**config.mk**
```make
export PLATFORM = sky130hd
export DESIGN_NAME = wdt_ctrl
export DESIGN_NICKNAME = d
export VERILOG_FILES = /design/src/wdt_pkg.sv /design/src/wdt_counter.sv /design/src/wdt_ctrl.sv
export SDC_FILE = /design/constraint.sdc
export NUM_CORES = 1
export LEC_CHECK = 0
export BUFFER_PORTS_ARGS = -buffer_cell sky130_fd_sc_hd__buf_4
export CORE_MARGIN = 3
export CORE_UTILIZATION = 30
export DETAILED_ROUTE_END_ITERATION = 16
export HOLD_SLACK_MARGIN = 0.03
export SYNTH_ARGS = -nofsm -noshare
export SYNTH_HDL_FRONTEND = slang
export SYNTH_SLANG_ARGS = --single-unit
export TNS_END_PERCENT = 30
```
**constraint.sdc**
```tcl
create_clock -name i_core_clk -period 4.1 [get_ports i_core_clk]
set_input_delay 0.205 -clock i_core_clk [delete_from_list [all_inputs] [get_ports i_core_clk]]
set_output_delay 0.205 -clock i_core_clk [all_outputs]
set_load 0.005 [all_outputs]
```
**src/wdt_pkg.sv**
```systemverilog
// package: register layout, timing constants and types for the watchdog control block
// How it works
// - on time-out with interrupt behaviour configured, set flag bit 7.
// - flag clears when the core executes the watchdog vector.
// - writing one to the flag clears it; writing zero leaves it.
// - interrupt request only when flag, enable bit 6 and global enable are set.
// - enable set, reset enable clear: interrupt on each time-out, never reset.
// - both enables set: first time-out only sets the flag.
// - in combined mode the vector clears interrupt enable and flag.
// - combined mode, unserviced flag at next time-out gives system reset.
// - clearing reset enable or changing prescaler needs change-unlock bit 4 set.
// - change-unlock self-clears four system clock cycles after being written one.
// - while the reset-cause flag is set, reset enable reads and acts as one.
// - prescaler is bits 5 and 2..0, bit 5 most significant.
// - codes 0 to 9 give 2048 doubling to 1048576 cycles; others reserved.
// - always-on fuse forces reset-only mode, enables locked to one and zero.
// - count a separate 128 kHz oscillator; restart instruction restarts the count.
// - every watchdog system reset sets the reset-cause flag.
package wdt_pkg;
    // register index and bit positions
    localparam logic [1:0] CSR_ADDR = 2'h0;
    localparam logic [1:0] CAUSE_ADDR = 2'h1;
    localparam int BIT_IRQ_FLAG = 7;
    localparam int BIT_IRQ_EN = 6;
    localparam int BIT_SEL_HI = 5;
    localparam int BIT_UNLOCK = 4;
    localparam int BIT_RST_EN = 3;
    localparam int BIT_CAUSE = 3;
    // reset values
    localparam logic [3:0] SEL_RESET = 4'h0;
    localparam logic RST_EN_RESET = 1'b0;
    // timing
    localparam int UNLOCK_CYCLES = 4;
    localparam int OSC_KHZ = 128;
    localparam int CORE_KHZ = 40000;
    localparam logic [3:0] SEL_MAX = 4'h9;
    localparam int BASE_CYCLES = 2048;
    localparam int CNT_W = 21;

    typedef enum logic [1:0] {
        MODE_STOP = 2'b00,
        MODE_IRQ = 2'b01,
        MODE_RST = 2'b10,
        MODE_BOTH = 2'b11
    } mode_t;

    // core-side register port carried as one bundle
    typedef struct packed {
        logic [1:0] addr;
        logic [7:0] wdata;
        logic wr;
        logic rd;
    } reg_req_t;
endpackage

```
**src/wdt_counter.sv**
```systemverilog
// module: oscillator-cycle counter that signals a time-out at the selected length
`timescale 1ns/1ps
module wdt_counter
    import wdt_pkg::*;
#(
    parameter int W = CNT_W
) (
    // clock and reset
    input wire logic i_core_clk,
    input wire logic i_reset,
    // control
    input wire logic i_run,
    input wire logic i_osc_tick,
    input wire logic i_restart,
    input wire logic [3:0] i_sel,
    // event
    output logic o_timeout
);
    logic [W-1:0] count_reg;
    logic [W-1:0] limit;

    // terminal count from prescaler code, reserved codes act as longest
    always_comb begin
        if (i_sel > SEL_MAX) begin
            limit = W'(BASE_CYCLES) << SEL_MAX;
        end else begin
            limit = W'(BASE_CYCLES) << i_sel;
        end
    end

    // count oscillator ticks; restart or stop clears the count
    always_ff @(posedge i_core_clk or posedge i_reset) begin
        if (i_reset) begin
            count_reg <= '0;
            o_timeout <= 1'b0;
        end else begin
            o_timeout <= 1'b0;
            if (!i_run || i_restart) begin
                count_reg <= '0;
            end else if (i_osc_tick) begin
                if (count_reg >= limit - W'(1)) begin
                    count_reg <= '0;
                    o_timeout <= 1'b1;
                end else begin
                    count_reg <= count_reg + W'(1);
                end
            end
        end
    end

    a_timeout_cause: assert property (@(posedge i_core_clk) disable iff (i_reset)
        o_timeout |-> $past(i_osc_tick) && $past(i_run))
        else $error("time-out without oscillator tick");
endmodule

```
**src/wdt_ctrl.sv**
```systemverilog
// module: watchdog control/status register, mode logic and reset-cause flag
`timescale 1ns/1ps
module wdt_ctrl
    import wdt_pkg::*;
(
    // clock and reset
    input wire logic i_core_clk,
    input wire logic i_reset,
    // register port
    input wire reg_req_t i_req,
    output logic [7:0] o_rdata,
    // core events
    input wire logic i_global_irq_en,
    input wire logic i_vector_taken,
    input wire logic i_wdr,
    // oscillator and fuse
    input wire logic i_osc_tick,
    input wire logic i_always_on_fuse,
    // outputs to the system
    output logic o_irq_req,
    output logic o_sys_reset
);
    logic timeout_irq_flag_reg;
    logic timeout_irq_enable_reg;
    logic reset_on_timeout_enable_reg;
    logic change_unlock_reg;
    logic [2:0] unlock_cnt_reg;
    logic [3:0] timeout_select_reg;
    logic wd_reset_cause_flag_reg;
    logic timeout;
    logic rst_en_eff;
    logic irq_en_eff;
    logic wr_csr;
    logic wr_cause;
    logic do_reset;
    mode_t mode;

    // write decode shared by both registers
    function automatic logic hit(input reg_req_t r, input logic [1:0] a);
        return r.wr && (r.addr == a);
    endfunction

    assign wr_csr = hit(i_req, CSR_ADDR);
    assign wr_cause = hit(i_req, CAUSE_ADDR);

    // effective enables after fuse and cause-flag overrides
    assign rst_en_eff = reset_on_timeout_enable_reg || wd_reset_cause_flag_reg
                        || i_always_on_fuse;
    assign irq_en_eff = timeout_irq_enable_reg && !i_always_on_fuse;
    assign mode = mode_t'({rst_en_eff, irq_en_eff});

    wdt_counter #(.W(CNT_W)) u_counter (
        .i_core_clk(i_core_clk),
        .i_reset(i_reset),
        .i_run(mode != MODE_STOP),
        .i_osc_tick(i_osc_tick),
        .i_restart(i_wdr),
        .i_sel(timeout_select_reg),
        .o_timeout(timeout)
    );

    // time-out action per mode
    always_comb begin
        do_reset = 1'b0;
        unique case (mode)
            MODE_STOP: do_reset = 1'b0;
            MODE_IRQ: do_reset = 1'b0;
            MODE_RST: do_reset = timeout;
            MODE_BOTH: do_reset = timeout && timeout_irq_flag_reg;
        endcase
    end

    // system reset pulse
    always_ff @(posedge i_core_clk or posedge i_reset) begin
        if (i_reset) begin
            o_sys_reset <= 1'b0;
        end else begin
            o_sys_reset <= do_reset;
        end
    end

    // interrupt flag: set wins over clear
    always_ff @(posedge i_core_clk or posedge i_reset) begin
        if (i_reset) begin
            timeout_irq_flag_reg <= 1'b0;
        end else if (timeout && irq_en_eff) begin
            timeout_irq_flag_reg <= 1'b1;
        end else if (i_vector_taken) begin
            timeout_irq_flag_reg <= 1'b0;
        end else if (wr_csr && i_req.wdata[BIT_IRQ_FLAG]) begin
            timeout_irq_flag_reg <= 1'b0;
        end
    end

    // interrupt enable, cleared by the vector in combined mode
    always_ff @(posedge i_core_clk or posedge i_reset) begin
        if (i_reset) begin
            timeout_irq_enable_reg <= 1'b0;
        end else if (wr_csr) begin
            timeout_irq_enable_reg <= i_req.wdata[BIT_IRQ_EN];
        end else if (i_vector_taken && mode == MODE_BOTH) begin
            timeout_irq_enable_reg <= 1'b0;
        end
    end

    // change-unlock bit and its four-cycle window
    always_ff @(posedge i_core_clk or posedge i_reset) begin
        if (i_reset) begin
            change_unlock_reg <= 1'b0;
            unlock_cnt_reg <= 3'h0;
        end else if (wr_csr && i_req.wdata[BIT_UNLOCK]) begin
            change_unlock_reg <= 1'b1;
            unlock_cnt_reg <= 3'(UNLOCK_CYCLES - 1);
        end else if (change_unlock_reg) begin
            if (unlock_cnt_reg == 3'h0) begin
                change_unlock_reg <= 1'b0;
            end else begin
                unlock_cnt_reg <= unlock_cnt_reg - 3'h1;
            end
        end
    end

    // reset enable clearing and prescaler, guarded by change-unlock
    // a pending reset cause pins the stored enable, so it survives the cause being cleared later
    always_ff @(posedge i_core_clk or posedge i_reset) begin
        if (i_reset) begin
            reset_on_timeout_enable_reg <= RST_EN_RESET;
            timeout_select_reg <= SEL_RESET;
        end else if (wr_csr) begin
            if (i_req.wdata[BIT_RST_EN]) begin
                reset_on_timeout_enable_reg <= 1'b1;
            end else if (change_unlock_reg && !wd_reset_cause_flag_reg) begin
                reset_on_timeout_enable_reg <= 1'b0;
            end
            if (change_unlock_reg) begin
                timeout_select_reg <= {i_req.wdata[BIT_SEL_HI], i_req.wdata[2:0]};
            end
        end
    end

    // reset-cause flag: set by watchdog reset, cleared by writing zero
    always_ff @(posedge i_core_clk or posedge i_reset) begin
        if (i_reset) begin
            wd_reset_cause_flag_reg <= 1'b0;
        end else if (do_reset) begin
            wd_reset_cause_flag_reg <= 1'b1;
        end else if (wr_cause && !i_req.wdata[BIT_CAUSE]) begin
            wd_reset_cause_flag_reg <= 1'b0;
        end
    end

    // interrupt request
    assign o_irq_req = timeout_irq_flag_reg && irq_en_eff && i_global_irq_en;

    // read data one cycle after the strobe
    always_ff @(posedge i_core_clk or posedge i_reset) begin
        if (i_reset) begin
            o_rdata <= 8'h00;
        end else if (i_req.rd && i_req.addr == CSR_ADDR) begin
            o_rdata <= {timeout_irq_flag_reg, irq_en_eff, timeout_select_reg[3],
                        change_unlock_reg, rst_en_eff, timeout_select_reg[2:0]};
        end else if (i_req.rd && i_req.addr == CAUSE_ADDR) begin
            o_rdata <= {4'h0, wd_reset_cause_flag_reg, 3'h0};
        end else begin
            o_rdata <= 8'h00;
        end
    end

    a_flag_on_timeout: assert property (@(posedge i_core_clk) disable iff (i_reset)
        timeout && irq_en_eff |=> timeout_irq_flag_reg)
        else $error("flag not set on time-out");
    a_flag_write_clear: assert property (@(posedge i_core_clk) disable iff (i_reset)
        wr_csr && i_req.wdata[BIT_IRQ_FLAG] && !timeout |=> !timeout_irq_flag_reg)
        else $error("flag not cleared by write one");
    a_vector_clear: assert property (@(posedge i_core_clk) disable iff (i_reset)
        i_vector_taken && !timeout |=> !timeout_irq_flag_reg)
        else $error("flag not cleared by vector");
    a_irq_gate: assert property (@(posedge i_core_clk) disable iff (i_reset)
        o_irq_req |-> timeout_irq_flag_reg && i_global_irq_en && timeout_irq_enable_reg)
        else $error("interrupt request without enables");
    a_irq_mode_noreset: assert property (@(posedge i_core_clk) disable iff (i_reset)
        mode == MODE_IRQ && timeout |=> !o_sys_reset)
        else $error("reset in interrupt-only mode");
    a_first_timeout: assert property (@(posedge i_core_clk) disable iff (i_reset)
        mode == MODE_BOTH && timeout && !timeout_irq_flag_reg |=> !o_sys_reset)
        else $error("reset on first combined time-out");
    a_second_timeout: assert property (@(posedge i_core_clk) disable iff (i_reset)
        mode == MODE_BOTH && timeout && timeout_irq_flag_reg |=> o_sys_reset)
        else $error("no reset on unserviced time-out");
    a_unlock_expiry: assert property (@(posedge i_core_clk) disable iff (i_reset)
        wr_csr && i_req.wdata[BIT_UNLOCK] ##1 !wr_csr [*4] |=> !change_unlock_reg)
        else $error("change-unlock did not expire");
    a_locked_select: assert property (@(posedge i_core_clk) disable iff (i_reset)
        !change_unlock_reg |=> $stable(timeout_select_reg))
        else $error("prescaler changed without unlock");
    a_cause_forces: assert property (@(posedge i_core_clk) disable iff (i_reset)
        wd_reset_cause_flag_reg |-> rst_en_eff)
        else $error("reset enable not forced");
    a_fuse_lock: assert property (@(posedge i_core_clk) disable iff (i_reset)
        i_always_on_fuse |-> mode == MODE_RST)
        else $error("fuse did not force reset mode");
    a_cause_set: assert property (@(posedge i_core_clk) disable iff (i_reset)
        o_sys_reset |-> wd_reset_cause_flag_reg)
        else $error("reset-cause flag not set");
    a_unlock_window: assert property (@(posedge i_core_clk) disable iff (i_reset)
        wr_csr && i_req.wdata[BIT_UNLOCK] |=> change_unlock_reg [*4])
        else $error("change-unlock left early");
    a_rst_en_held: assert property (@(posedge i_core_clk) disable iff (i_reset)
        wd_reset_cause_flag_reg && reset_on_timeout_enable_reg |=> reset_on_timeout_enable_reg)
        else $error("reset enable cleared under reset cause");
    a_stop_quiet: assert property (@(posedge i_core_clk) disable iff (i_reset)
        mode == MODE_STOP |=> !timeout)
        else $error("time-out while stopped");
    a_rst_mode_reset: assert property (@(posedge i_core_clk) disable iff (i_reset)
        mode == MODE_RST && timeout |=> o_sys_reset)
        else $error("no reset in reset-only mode");
    a_sel_load: assert property (@(posedge i_core_clk) disable iff (i_reset)
        wr_csr && change_unlock_reg |=> timeout_select_reg[3] == $past(i_req.wdata[BIT_SEL_HI]))
        else $error("prescaler high bit not loaded");
    a_vector_drops_en: assert property (@(posedge i_core_clk) disable iff (i_reset)
        i_vector_taken && mode == MODE_BOTH && !wr_csr |=> !timeout_irq_enable_reg)
        else $error("interrupt enable kept after vector");
    a_rst_en_write: assert property (@(posedge i_core_clk) disable iff (i_reset)
        wr_csr && i_req.wdata[BIT_RST_EN] |=> rst_en_eff)
        else $error("reset enable write lost");
    a_cause_clear: assert property (@(posedge i_core_clk) disable iff (i_reset)
        wr_cause && !i_req.wdata[BIT_CAUSE] && !do_reset |=> !wd_reset_cause_flag_reg)
        else $error("reset-cause flag not cleared");

    c_irq_mode: cover property (@(posedge i_core_clk) mode == MODE_IRQ && timeout);
    c_both_reset: cover property (@(posedge i_core_clk) mode == MODE_BOTH && do_reset);
    c_unlock_clear: cover property (@(posedge i_core_clk)
        change_unlock_reg && wr_csr && !i_req.wdata[BIT_RST_EN]);
    c_rst_mode_reset: cover property (@(posedge i_core_clk) mode == MODE_RST && do_reset);
    c_vector_both: cover property (@(posedge i_core_clk) i_vector_taken && mode == MODE_BOTH);
endmodule

```
Word-level counts from Yosys, hierarchy flattened
Index checks and enable logic that the tools add are counted.
{"block": "totals", "register_bits": 43, "wordCells": 82, "out_inout_bits": 10, "in_bits": 19}
{"block": "classes", "n_eq_ne": 5, "n_lt_le_gt_ge": 2, "n_mux": 25, "add_sub_neg": 3, "n_reduce_logical": 35, "shifts": 1}
{"op": "$mux 21", "count": 4}
{"op": "$add 21x1->21 const B", "count": 1}
{"op": "$ge 21x21->1", "count": 1}
{"op": "$shl 12x4->21 const A", "count": 1}
{"op": "$sub 21x1->21 const B", "count": 1}
{"op": "$mux 1", "count": 15}
{"op": "$logic_and 1x1->1", "count": 14}
{"op": "$reduce_bool 2->1", "count": 6}
{"op": "$mux 3", "count": 3}
{"op": "$mux 8", "count": 1}
{"op": "$reduce_and 2->1", "count": 3}
{"op": "$eq 2x1->1 const B", "count": 2}
{"op": "$eq 2x2->1 const B", "count": 2}
{"op": "$gt 4x4->1 const B", "count": 1}
{"op": "$logic_not 1->1", "count": 4}
{"op": "$logic_not 2->1", "count": 2}
{"op": "$mux 4", "count": 1}
{"op": "$logic_not 3->1", "count": 1}
{"op": "$logic_or 1x1->1", "count": 3}
{"op": "$pmux 1 s3", "count": 1}
{"op": "$reduce_bool 3->1", "count": 1}
{"op": "$sub 3x1->3 const B", "count": 1}
{"op": "$ne 2x2->1 const B", "count": 1}
{"op": "$reduce_or 2->1", "count": 1}

Longest topological paths before layout
Gate-level depths: netlist of run 1.
{"block": "logic_depth", "ltp_word": 7, "mapped_depth": 17, "depth_no_buf": 14}

Hierarchy
From an unflattened synthesis of run 1, not the netlist that was laid out.
{"block": "unflattened", "hier_cells": 262, "area_unflattened_um2": 2633.8}
{"module": "wdt_counter", "area_each_um2": 1726.7, "seq_area_each_um2": 550.5, "n_inst": 1, "cells_per_inst": 188}
{"module": "wdt_ctrl", "area_each_um2": 907.1, "seq_area_each_um2": 525.5, "n_inst": 1, "cells_per_inst": 74}

Least setup slack after synthesis of run 1
Ideal clock, no wire load.
{"block": "synth_path", "path_kind": "register to register", "start": "register timeout_select_reg[2]", "end": "register u_counter.count_reg[2]", "path_stages_with_launch": 15, "setup_slack_ns": 0.646, "setup_ns": 0.126, "t_required_ns": 3.974, "period_less_slack_ns": 3.454, "arrival_ns": 3.328, "path_buffers": 2, "cell_sequence": "dfrtp_1 > clkbuf_1 > or4_1 > ha_1 > clkbuf_1 > nor4_1 > a21oi_1 > nor2_1 > a21oi_1 > ha_1 > nand4_1 > o311ai_1 > nor4_4 > and4bb_1 > a221o_1"}
{"block": "synth_via", "elab_chain_len": 7, "elab_cells_between_ends": 8, "cone_classes": "1 x add/sub; 2 x order compare; 1 x shift; 4 x mux"}
{"item": "start, declared", "line": "wdt_ctrl.sv:28", "text": "logic [3:0] timeout_select_reg;"}
{"item": "start signal, assigned", "line": "wdt_ctrl.sv:136", "text": "timeout_select_reg <= {i_req.wdata[BIT_SEL_HI], i_req.wdata[2:0]};"}
{"item": "$shl 12x4->21 / $gt 4x4->1 (equally long branches)", "line": "wdt_counter.sv:27, wdt_counter.sv:24"}
{"item": "$mux 21 (*)", "line": "wdt_counter.sv:24", "text": "if (i_sel > SEL_MAX) begin"}
{"item": "$sub 21x1->21 (*)", "line": "wdt_counter.sv:41", "text": "if (count_reg >= limit - W'(1)) begin"}
{"item": "$ge 21x21->1 (*)", "line": "wdt_counter.sv:41"}
{"item": "$mux 21 (*)", "line": "wdt_counter.sv:41"}
{"item": "$mux 21 (*)", "line": "wdt_counter.sv:40", "text": "end else if (i_osc_tick) begin"}
{"item": "$mux 21 (*)", "line": "wdt_counter.sv:38", "text": "if (!i_run || i_restart) begin"}
{"item": "end signal, assigned", "line": "wdt_counter.sv:45", "text": "count_reg <= count_reg + W'(1);"}
{"item": "end, declared", "line": "wdt_counter.sv:19", "text": "logic [W-1:0] count_reg;"}
Every way passes the cells marked *; elsewhere a longest branch is shown, timed or not. The select of a mux whose other input is x is not followed.
A chain may end at the register's enable or synchronous reset.

Worst setup path in the final report of run 1
{"block": "layout_path", "start": "register timeout_select_reg[2]", "end": "register u_counter.count_reg[3]"}
The elaborated chain is that of the path after synthesis.

==> results of run 1 <==
[per-layer routing]
layer,vias up,GRT usage (%),part of all wire [%]
met5,-,0,0
met1,853,15.1,48
met3,4,3.71,3.3
li1,905,-,-
met4,0,3.61,0.99
met2,19,18.7,48
[layout make-up]
cell class | instances | share of cell area [%]
clock inverters | 2 | 0.451
repair buffers | 29 | 7.85
well taps | 99 | 4.47
inverters | 9 | 1.22
flip-flops and latches | 43 | 38.8
multi-input cells | 180 | 44.6
clock buffers | 6 | 2.62
[power breakdown]
part           internal (W)  switching, W  total, W
Combinational      0.000178      0.000208  0.000386
Clock              0.000119      0.000146  0.000265
Sequential         0.000477     0.0000748  0.000552
Total              0.000775      0.000429   0.00120
[critical path: cells and delay by family (launching register included)]
family,cells,cell delay [ns]
AND/OR/NAND/NOR,7,1.75
AO/OA/AOI/OAI,3,0.65
adder cells (fa/ha/maj),2,0.64
flip-flops,1,0.47
[cells by family after synthesis]
family                     Yosys count  synth area share (%)
AOI/OAI and AO/OA                   35                  9.91
xor gates and xnor gates            19                  6.97
adders and majority gates           14                  7.34
buffers and inverters               17                  3.04
DFF                                 43                  45.1
muxes                                3                  1.36
other                                1                 0.157
and+or+nand+nor                    108                  26.1
[path summary, 6_finish.rpt]
| path | slack, ns | cells after the start | endpoint |
|---|---|---|---|
| worst max register to register | 0.45 | 12 | u_counter.count_reg[3] |
| min in group i_core_clk | 0.09 | 2 | unlock_cnt_reg[2] |
| worst max-delay path | 0.45 | 12 | u_counter.count_reg[3] |
| worst min register to register | 0.53 | 2 | unlock_cnt_reg[1] |
| worst min-delay path | 0.04 | 3 | unlock_cnt_reg[0] |
| max in group asynchronous | 3.69 | 3 | u_counter.count_reg[20] |
[cell usage in the layout, fill, tap and decap left out, types with 3 or more instances in the layout]
cell type,n
a21oi_1,10
and2_1,6
and3_1,7
buf_4,29
clkbuf_8,5
dfrtp_1,43
ha_1,14
inv_1,9
nand2_1,16
nand2b_1,7
nand3_1,12
nand4_1,3
nor2_1,32
nor3_1,4
o21ai_0,8
xnor2_1,7
xor2_1,12
[per-stage QoR]
| step | total power [W] | instances | instance area [sq um] |
|---|---|---|---|
| final | 0.00120 | 368 | 2770 |
| after global routing | 0.00132 | 368 | 2770 |
| after CTS | 0.00123 | 368 | 2770 |
| after detailed placement | 0.000951 | 360 | 2690 |
| after global placement | 0.000930 | 360 | 2690 |
| after floorplan | 0.000852 | 240 | 2390 |
==> flow_summary.yaml, run 1 <==
die:
  initial_utilization_pct: 31.9
  die-area_sq_um: 9060
  fp-row-count: 31
  die_y_um: 95.2
  boundaryPins: 29
  dieWidth_um: 95.2
  core-area_sq_um: 7490
sta:
  fin_crit_sh_pct: 88.9
  worst_slack_ns: 0.454
  max_freq_mhz: 274
  final.setup.tns_ns: 0
  drv_slew: 0
  relSlewSlack_pct: 63.5
  grt_setup_unrepaired: "no"
  worst_clock_skew_ns: 0.00837
  finalHoldViolations: 0
  finalSetupViolCount: 0
  tightest_slew_ns: 0.539
  fin_hold_ws_ns: 0.0380
  min_period_ns: 3.65
critical_path:
  cp_slowest_cell: "or4_1"
  r2r-start: "timeout_select_reg[2]"
  cp-startpoint: "timeout_select_reg[2]"
  required_ns: 4.27
  max_stage_delay_ns: 0.60
  path_cells: "or4_1 > ha_1 > nor4_1 > a21oi_1 > nor2_1 > a21oi_1 > ha_1 > nand4_1 > o311ai_1 > nor4_4 > nor2_4 > nor2_1"
  critPathCaptureType: "flip-flop"
  arrival_ns: 3.81
  critPathKind: "reg2reg"
  crit_path_start_kind: "flip-flop"
  crit_fanout: 17
cells_and_area:
  nNetsFinal: 301
  regArea_sq_um: 1080
  diodes: 0
  largest_reg_flops: 21
  nFillCells: 765
  multi_input_area_sq_um: 1240
  fin_util_pct: 37.1
  area_delta_synth_final_pct: 16.3
  drive_gt1_share_pct: 18.2
global_route:
  grt_pass1_wl_um: 8230
  grtUsageTotal_pct: 11.7
  gr-total-overflow: 0
  grt_max_degree: 44
  antenna_found_initial: 0
  grt_pass1_vias: 1743
route:
  ant_nets: 0
  drt_iter0_drc: 56
  drt_wl_total_um: 4750
  wire_per_inst_um: 12.9
  via_per_inst: 4.84
  drc: 0
  via_count: 1781
  drt-pass1-iter-count: 4
synthesis:
  synth-edff-count: 0
  ys_ff_latch: 43
  syn-num-nets: 273
  syn_area_per_cell_sq_um: 9.94
  yosysTopAreaCell: "dfrtp_1"
  yosysMostFrequentCell: "dfrtp_1"
  synthCells: 240
  ys.flop_type: "dfrtp_1"
  synthArstFlopShare_pct: 100
  ys_seq_area_share_pct: 45.1
  ys_warn_count: 0
  syn_area_sq_um: 2390
  synth_common_cells: "dfrtp_1 (43), nor2_1 (32), nand2_1 (16)"
  ys_top_cells_by_area: "dfrtp_1 (45%), ha_1 (7.3%), nor2_1 (5.0%), xor2_1 (4.4%), xnor2_1 (2.6%)"
  ys_types: 51
  synth_top_area_share_pct: 45.1
hold_path:
  hp-class: "in2async"
clock_tree:
  cts_hold_buf: 0
  clkTransAtPathRegs_ns: 0.08
  cts_root_buffer: "clkbuf_8"
  clk_latency_ns: 0.30
  cts.sinks: 43
  cts_resized: 0
  cts_setup_buffers: 0
  cts-buffers-inserted: 5
  htree_levels: 2
  cts_buffer_depth: 2
  cts_tree: "yes"
power_and_ir_drop:
  power.leakage_nw: 1.32
  p_per_area_nw_per_um2: 434
  vdd_ir_drop_max_mv: 0.183
placed_design:
  portBuffers: 28
  place_congestion: 0.774
  dpl.hpwl_um: 3520
  dp_slack_ns: 0.473
flow_run:
  drv_cap: 0
status:
  outcome: "finished clean"
(Power assumes the default switching activity.)
==> inputs of run 2 (changes only) <==
--- a/config.mk
+++ b/config.mk
@@ -6,6 +6,7 @@
 export NUM_CORES = 1
 export LEC_CHECK = 0
 export BUFFER_PORTS_ARGS = -buffer_cell sky130_fd_sc_hd__buf_4
+export CORE_ASPECT_RATIO = 1.2
 export CORE_MARGIN = 3
 export CORE_UTILIZATION = 30
 export DETAILED_ROUTE_END_ITERATION = 16
==> flow_summary.yaml, run 2 (synthesized netlist as in run 1, its figures left out) <==
sta:
  worst_clock_skew_ns: 0.00569
  min_period_ns: 3.58
  tightest_slew_ns: 0.537
  finalHoldViolations: 0
  final.setup.tns_ns: 0
  finalSetupViolCount: 0
  grt_setup_unrepaired: "no"
  max_freq_mhz: 279
  relSlewSlack_pct: 63.6
  drv_slew: 0
  fin_crit_sh_pct: 87.3
route:
  ant_nets: 0
  via_count: 1792
  via_per_inst: 4.96
  drc: 0
  drt_wl_total_um: 4700
  drt_iter0_drc: 52
  drt-pass1-iter-count: 4
  wire_per_inst_um: 13.0
placed_design:
  postPlaceCellArea_sq_um: 2680
  dpl.hpwl_um: 3470
  place_congestion: 0.810
  portBuffers: 28
clock_tree:
  cts_buffer_depth: 2
  cts_root_buffer: "clkbuf_8"
  cts_resized: 0
  htree_levels: 2
  cts-buffers-inserted: 5
  cts_tree: "yes"
  cts_hold_buf: 0
  clk_latency_ns: 0.29
  clkTransAtPathRegs_ns: 0.08
  cts_setup_buffers: 0
  cts.sinks: 43
global_route:
  grtUsageTotal_pct: 11.1
  antenna_found_initial: 0
  gr-total-overflow: 0
  grt_pass1_wl_um: 8180
  grt_max_degree: 44
  grt_pass1_vias: 1766
cells_and_area:
  largest_reg_flops: 21
  nNetsFinal: 301
  layout_common_cells: "dfrtp_1 (43), nor2_1 (32), buf_4 (29)"
  diodes: 0
  area_delta_synth_final_pct: 17.3
  final_common_cell: "dfrtp_1"
  drive_gt1_share_pct: 18.6
  final_area_sq_um: 2800
status:
  outcome: "finished clean"
die:
  fp-row-count: 35
  core-area_sq_um: 7710
  boundaryPins: 29
  dieWidth_um: 87.4
  die-area_sq_um: 9060
  die_y_um: 104
  initial_utilization_pct: 31.0
power_and_ir_drop:
  p_per_area_nw_per_um2: 459
  vdd_ir_drop_max_mv: 0.194
  power.leakage_nw: 1.34
critical_path:
  cp_slowest_cell: "or4_1"
  critPathKind: "reg2reg"
  critical-path-top-delay-family: "simple AND/OR/NAND/NOR gates"
  crit_fanout: 17
  crit_buf_inv: 0
  path_cells: "or4_1 > ha_1 > nor4_1 > a21oi_1 > nor2_1 > a21oi_1 > ha_1 > nand4_1 > o311ai_1 > nor4_4 > nor2_4 > nor2_1"
  required_ns: 4.27
  max_stage_delay_ns: 0.58
  arrival_ns: 3.75
  critPathCaptureType: "flip-flop"
  crit_path_start_kind: "flip-flop"
hold_path:
  hp-class: "in2async"
flow_run:
  drv_cap: 0
run 2: changes by cell type in the layout (fill, tap and decap cells not counted):
cell	change
clkbuf_1	-1
clkbuf_8	+1
clkinvlp_4	-1
bufinv_16	+1
run 2: final cells by class:
| cell class | instances | area, sq um |
|---|---|---|
| Clock buffer | 6 | 82.6 |
| Clock inverter | 2 | 35.0 |
| Fill cell | 787 | 4910 |
| Inverter | 9 | 33.8 |
| Multi-Input combinational cell | 180 | 1240 |
| Sequential cell | 43 | 1080 |
| Tap cell | 92 | 115 |
| Timing Repair Buffer | 29 | 218 |
run 2: per-layer routing:
| metal | global-route usage (%) | up-vias | wire length (um) |
|---|---|---|---|
| li1 | - | 891 | - |
| met4 | 3.51 | 0 | 70 |
| met2 | 17.9 | 34 | 2290 |
| met1 | 14.1 | 860 | 2100 |
| met5 | 0 | - | 0 |
| met3 | 2.94 | 7 | 241 |
run 2: stage by stage:
stage	worst slack (ns)	hold slack [ns]	std cells	total power, W	util (%)
floorplan	0.646	0.276	240	0.000852	-
global placement	0.625	0.388	353	0.000945	34.8
detailed placement	0.479	0.402	353	0.000952	34.8
CTS	0.472	0.0749	361	0.00130	36.3
global route	0.128	0.0868	361	0.00139	36.3
finish	0.521	0.0561	361	0.00128	36.3
run 2: tightest hold or removal path: cells and delay by family:
family	cells	cell delay (ns)
buffers and inverters	3	0.61
run 2: worst paths after layout:
| path | startpoint | to | slack (ns) | cells past startpoint |
|---|---|---|---|---|
| worst max-delay path | timeout_select_reg[2] | u_counter.count_reg[19] | 0.52 | 12 |
| worst min-delay path | i_reset | u_counter.count_reg[3] | 0.06 | 3 |
| worst max register to register | timeout_select_reg[2] | u_counter.count_reg[19] | 0.52 | 12 |
| worst min register to register | u_counter.o_timeout | timeout_irq_flag_reg | 0.52 | 1 |
| max in group asynchronous | i_reset | timeout_irq_flag_reg | 3.67 | 3 |
| min in group i_core_clk | i_req[6] | unlock_cnt_reg[2] | 0.10 | 2 |
run 2: report_power, final:
group / internal [W] / switching, W
clock: 0.000197 / 0.000147
combinational: 0.000179 / 0.000209
sequential: 0.000477 / 0.0000741
total: 0.000853 / 0.000431
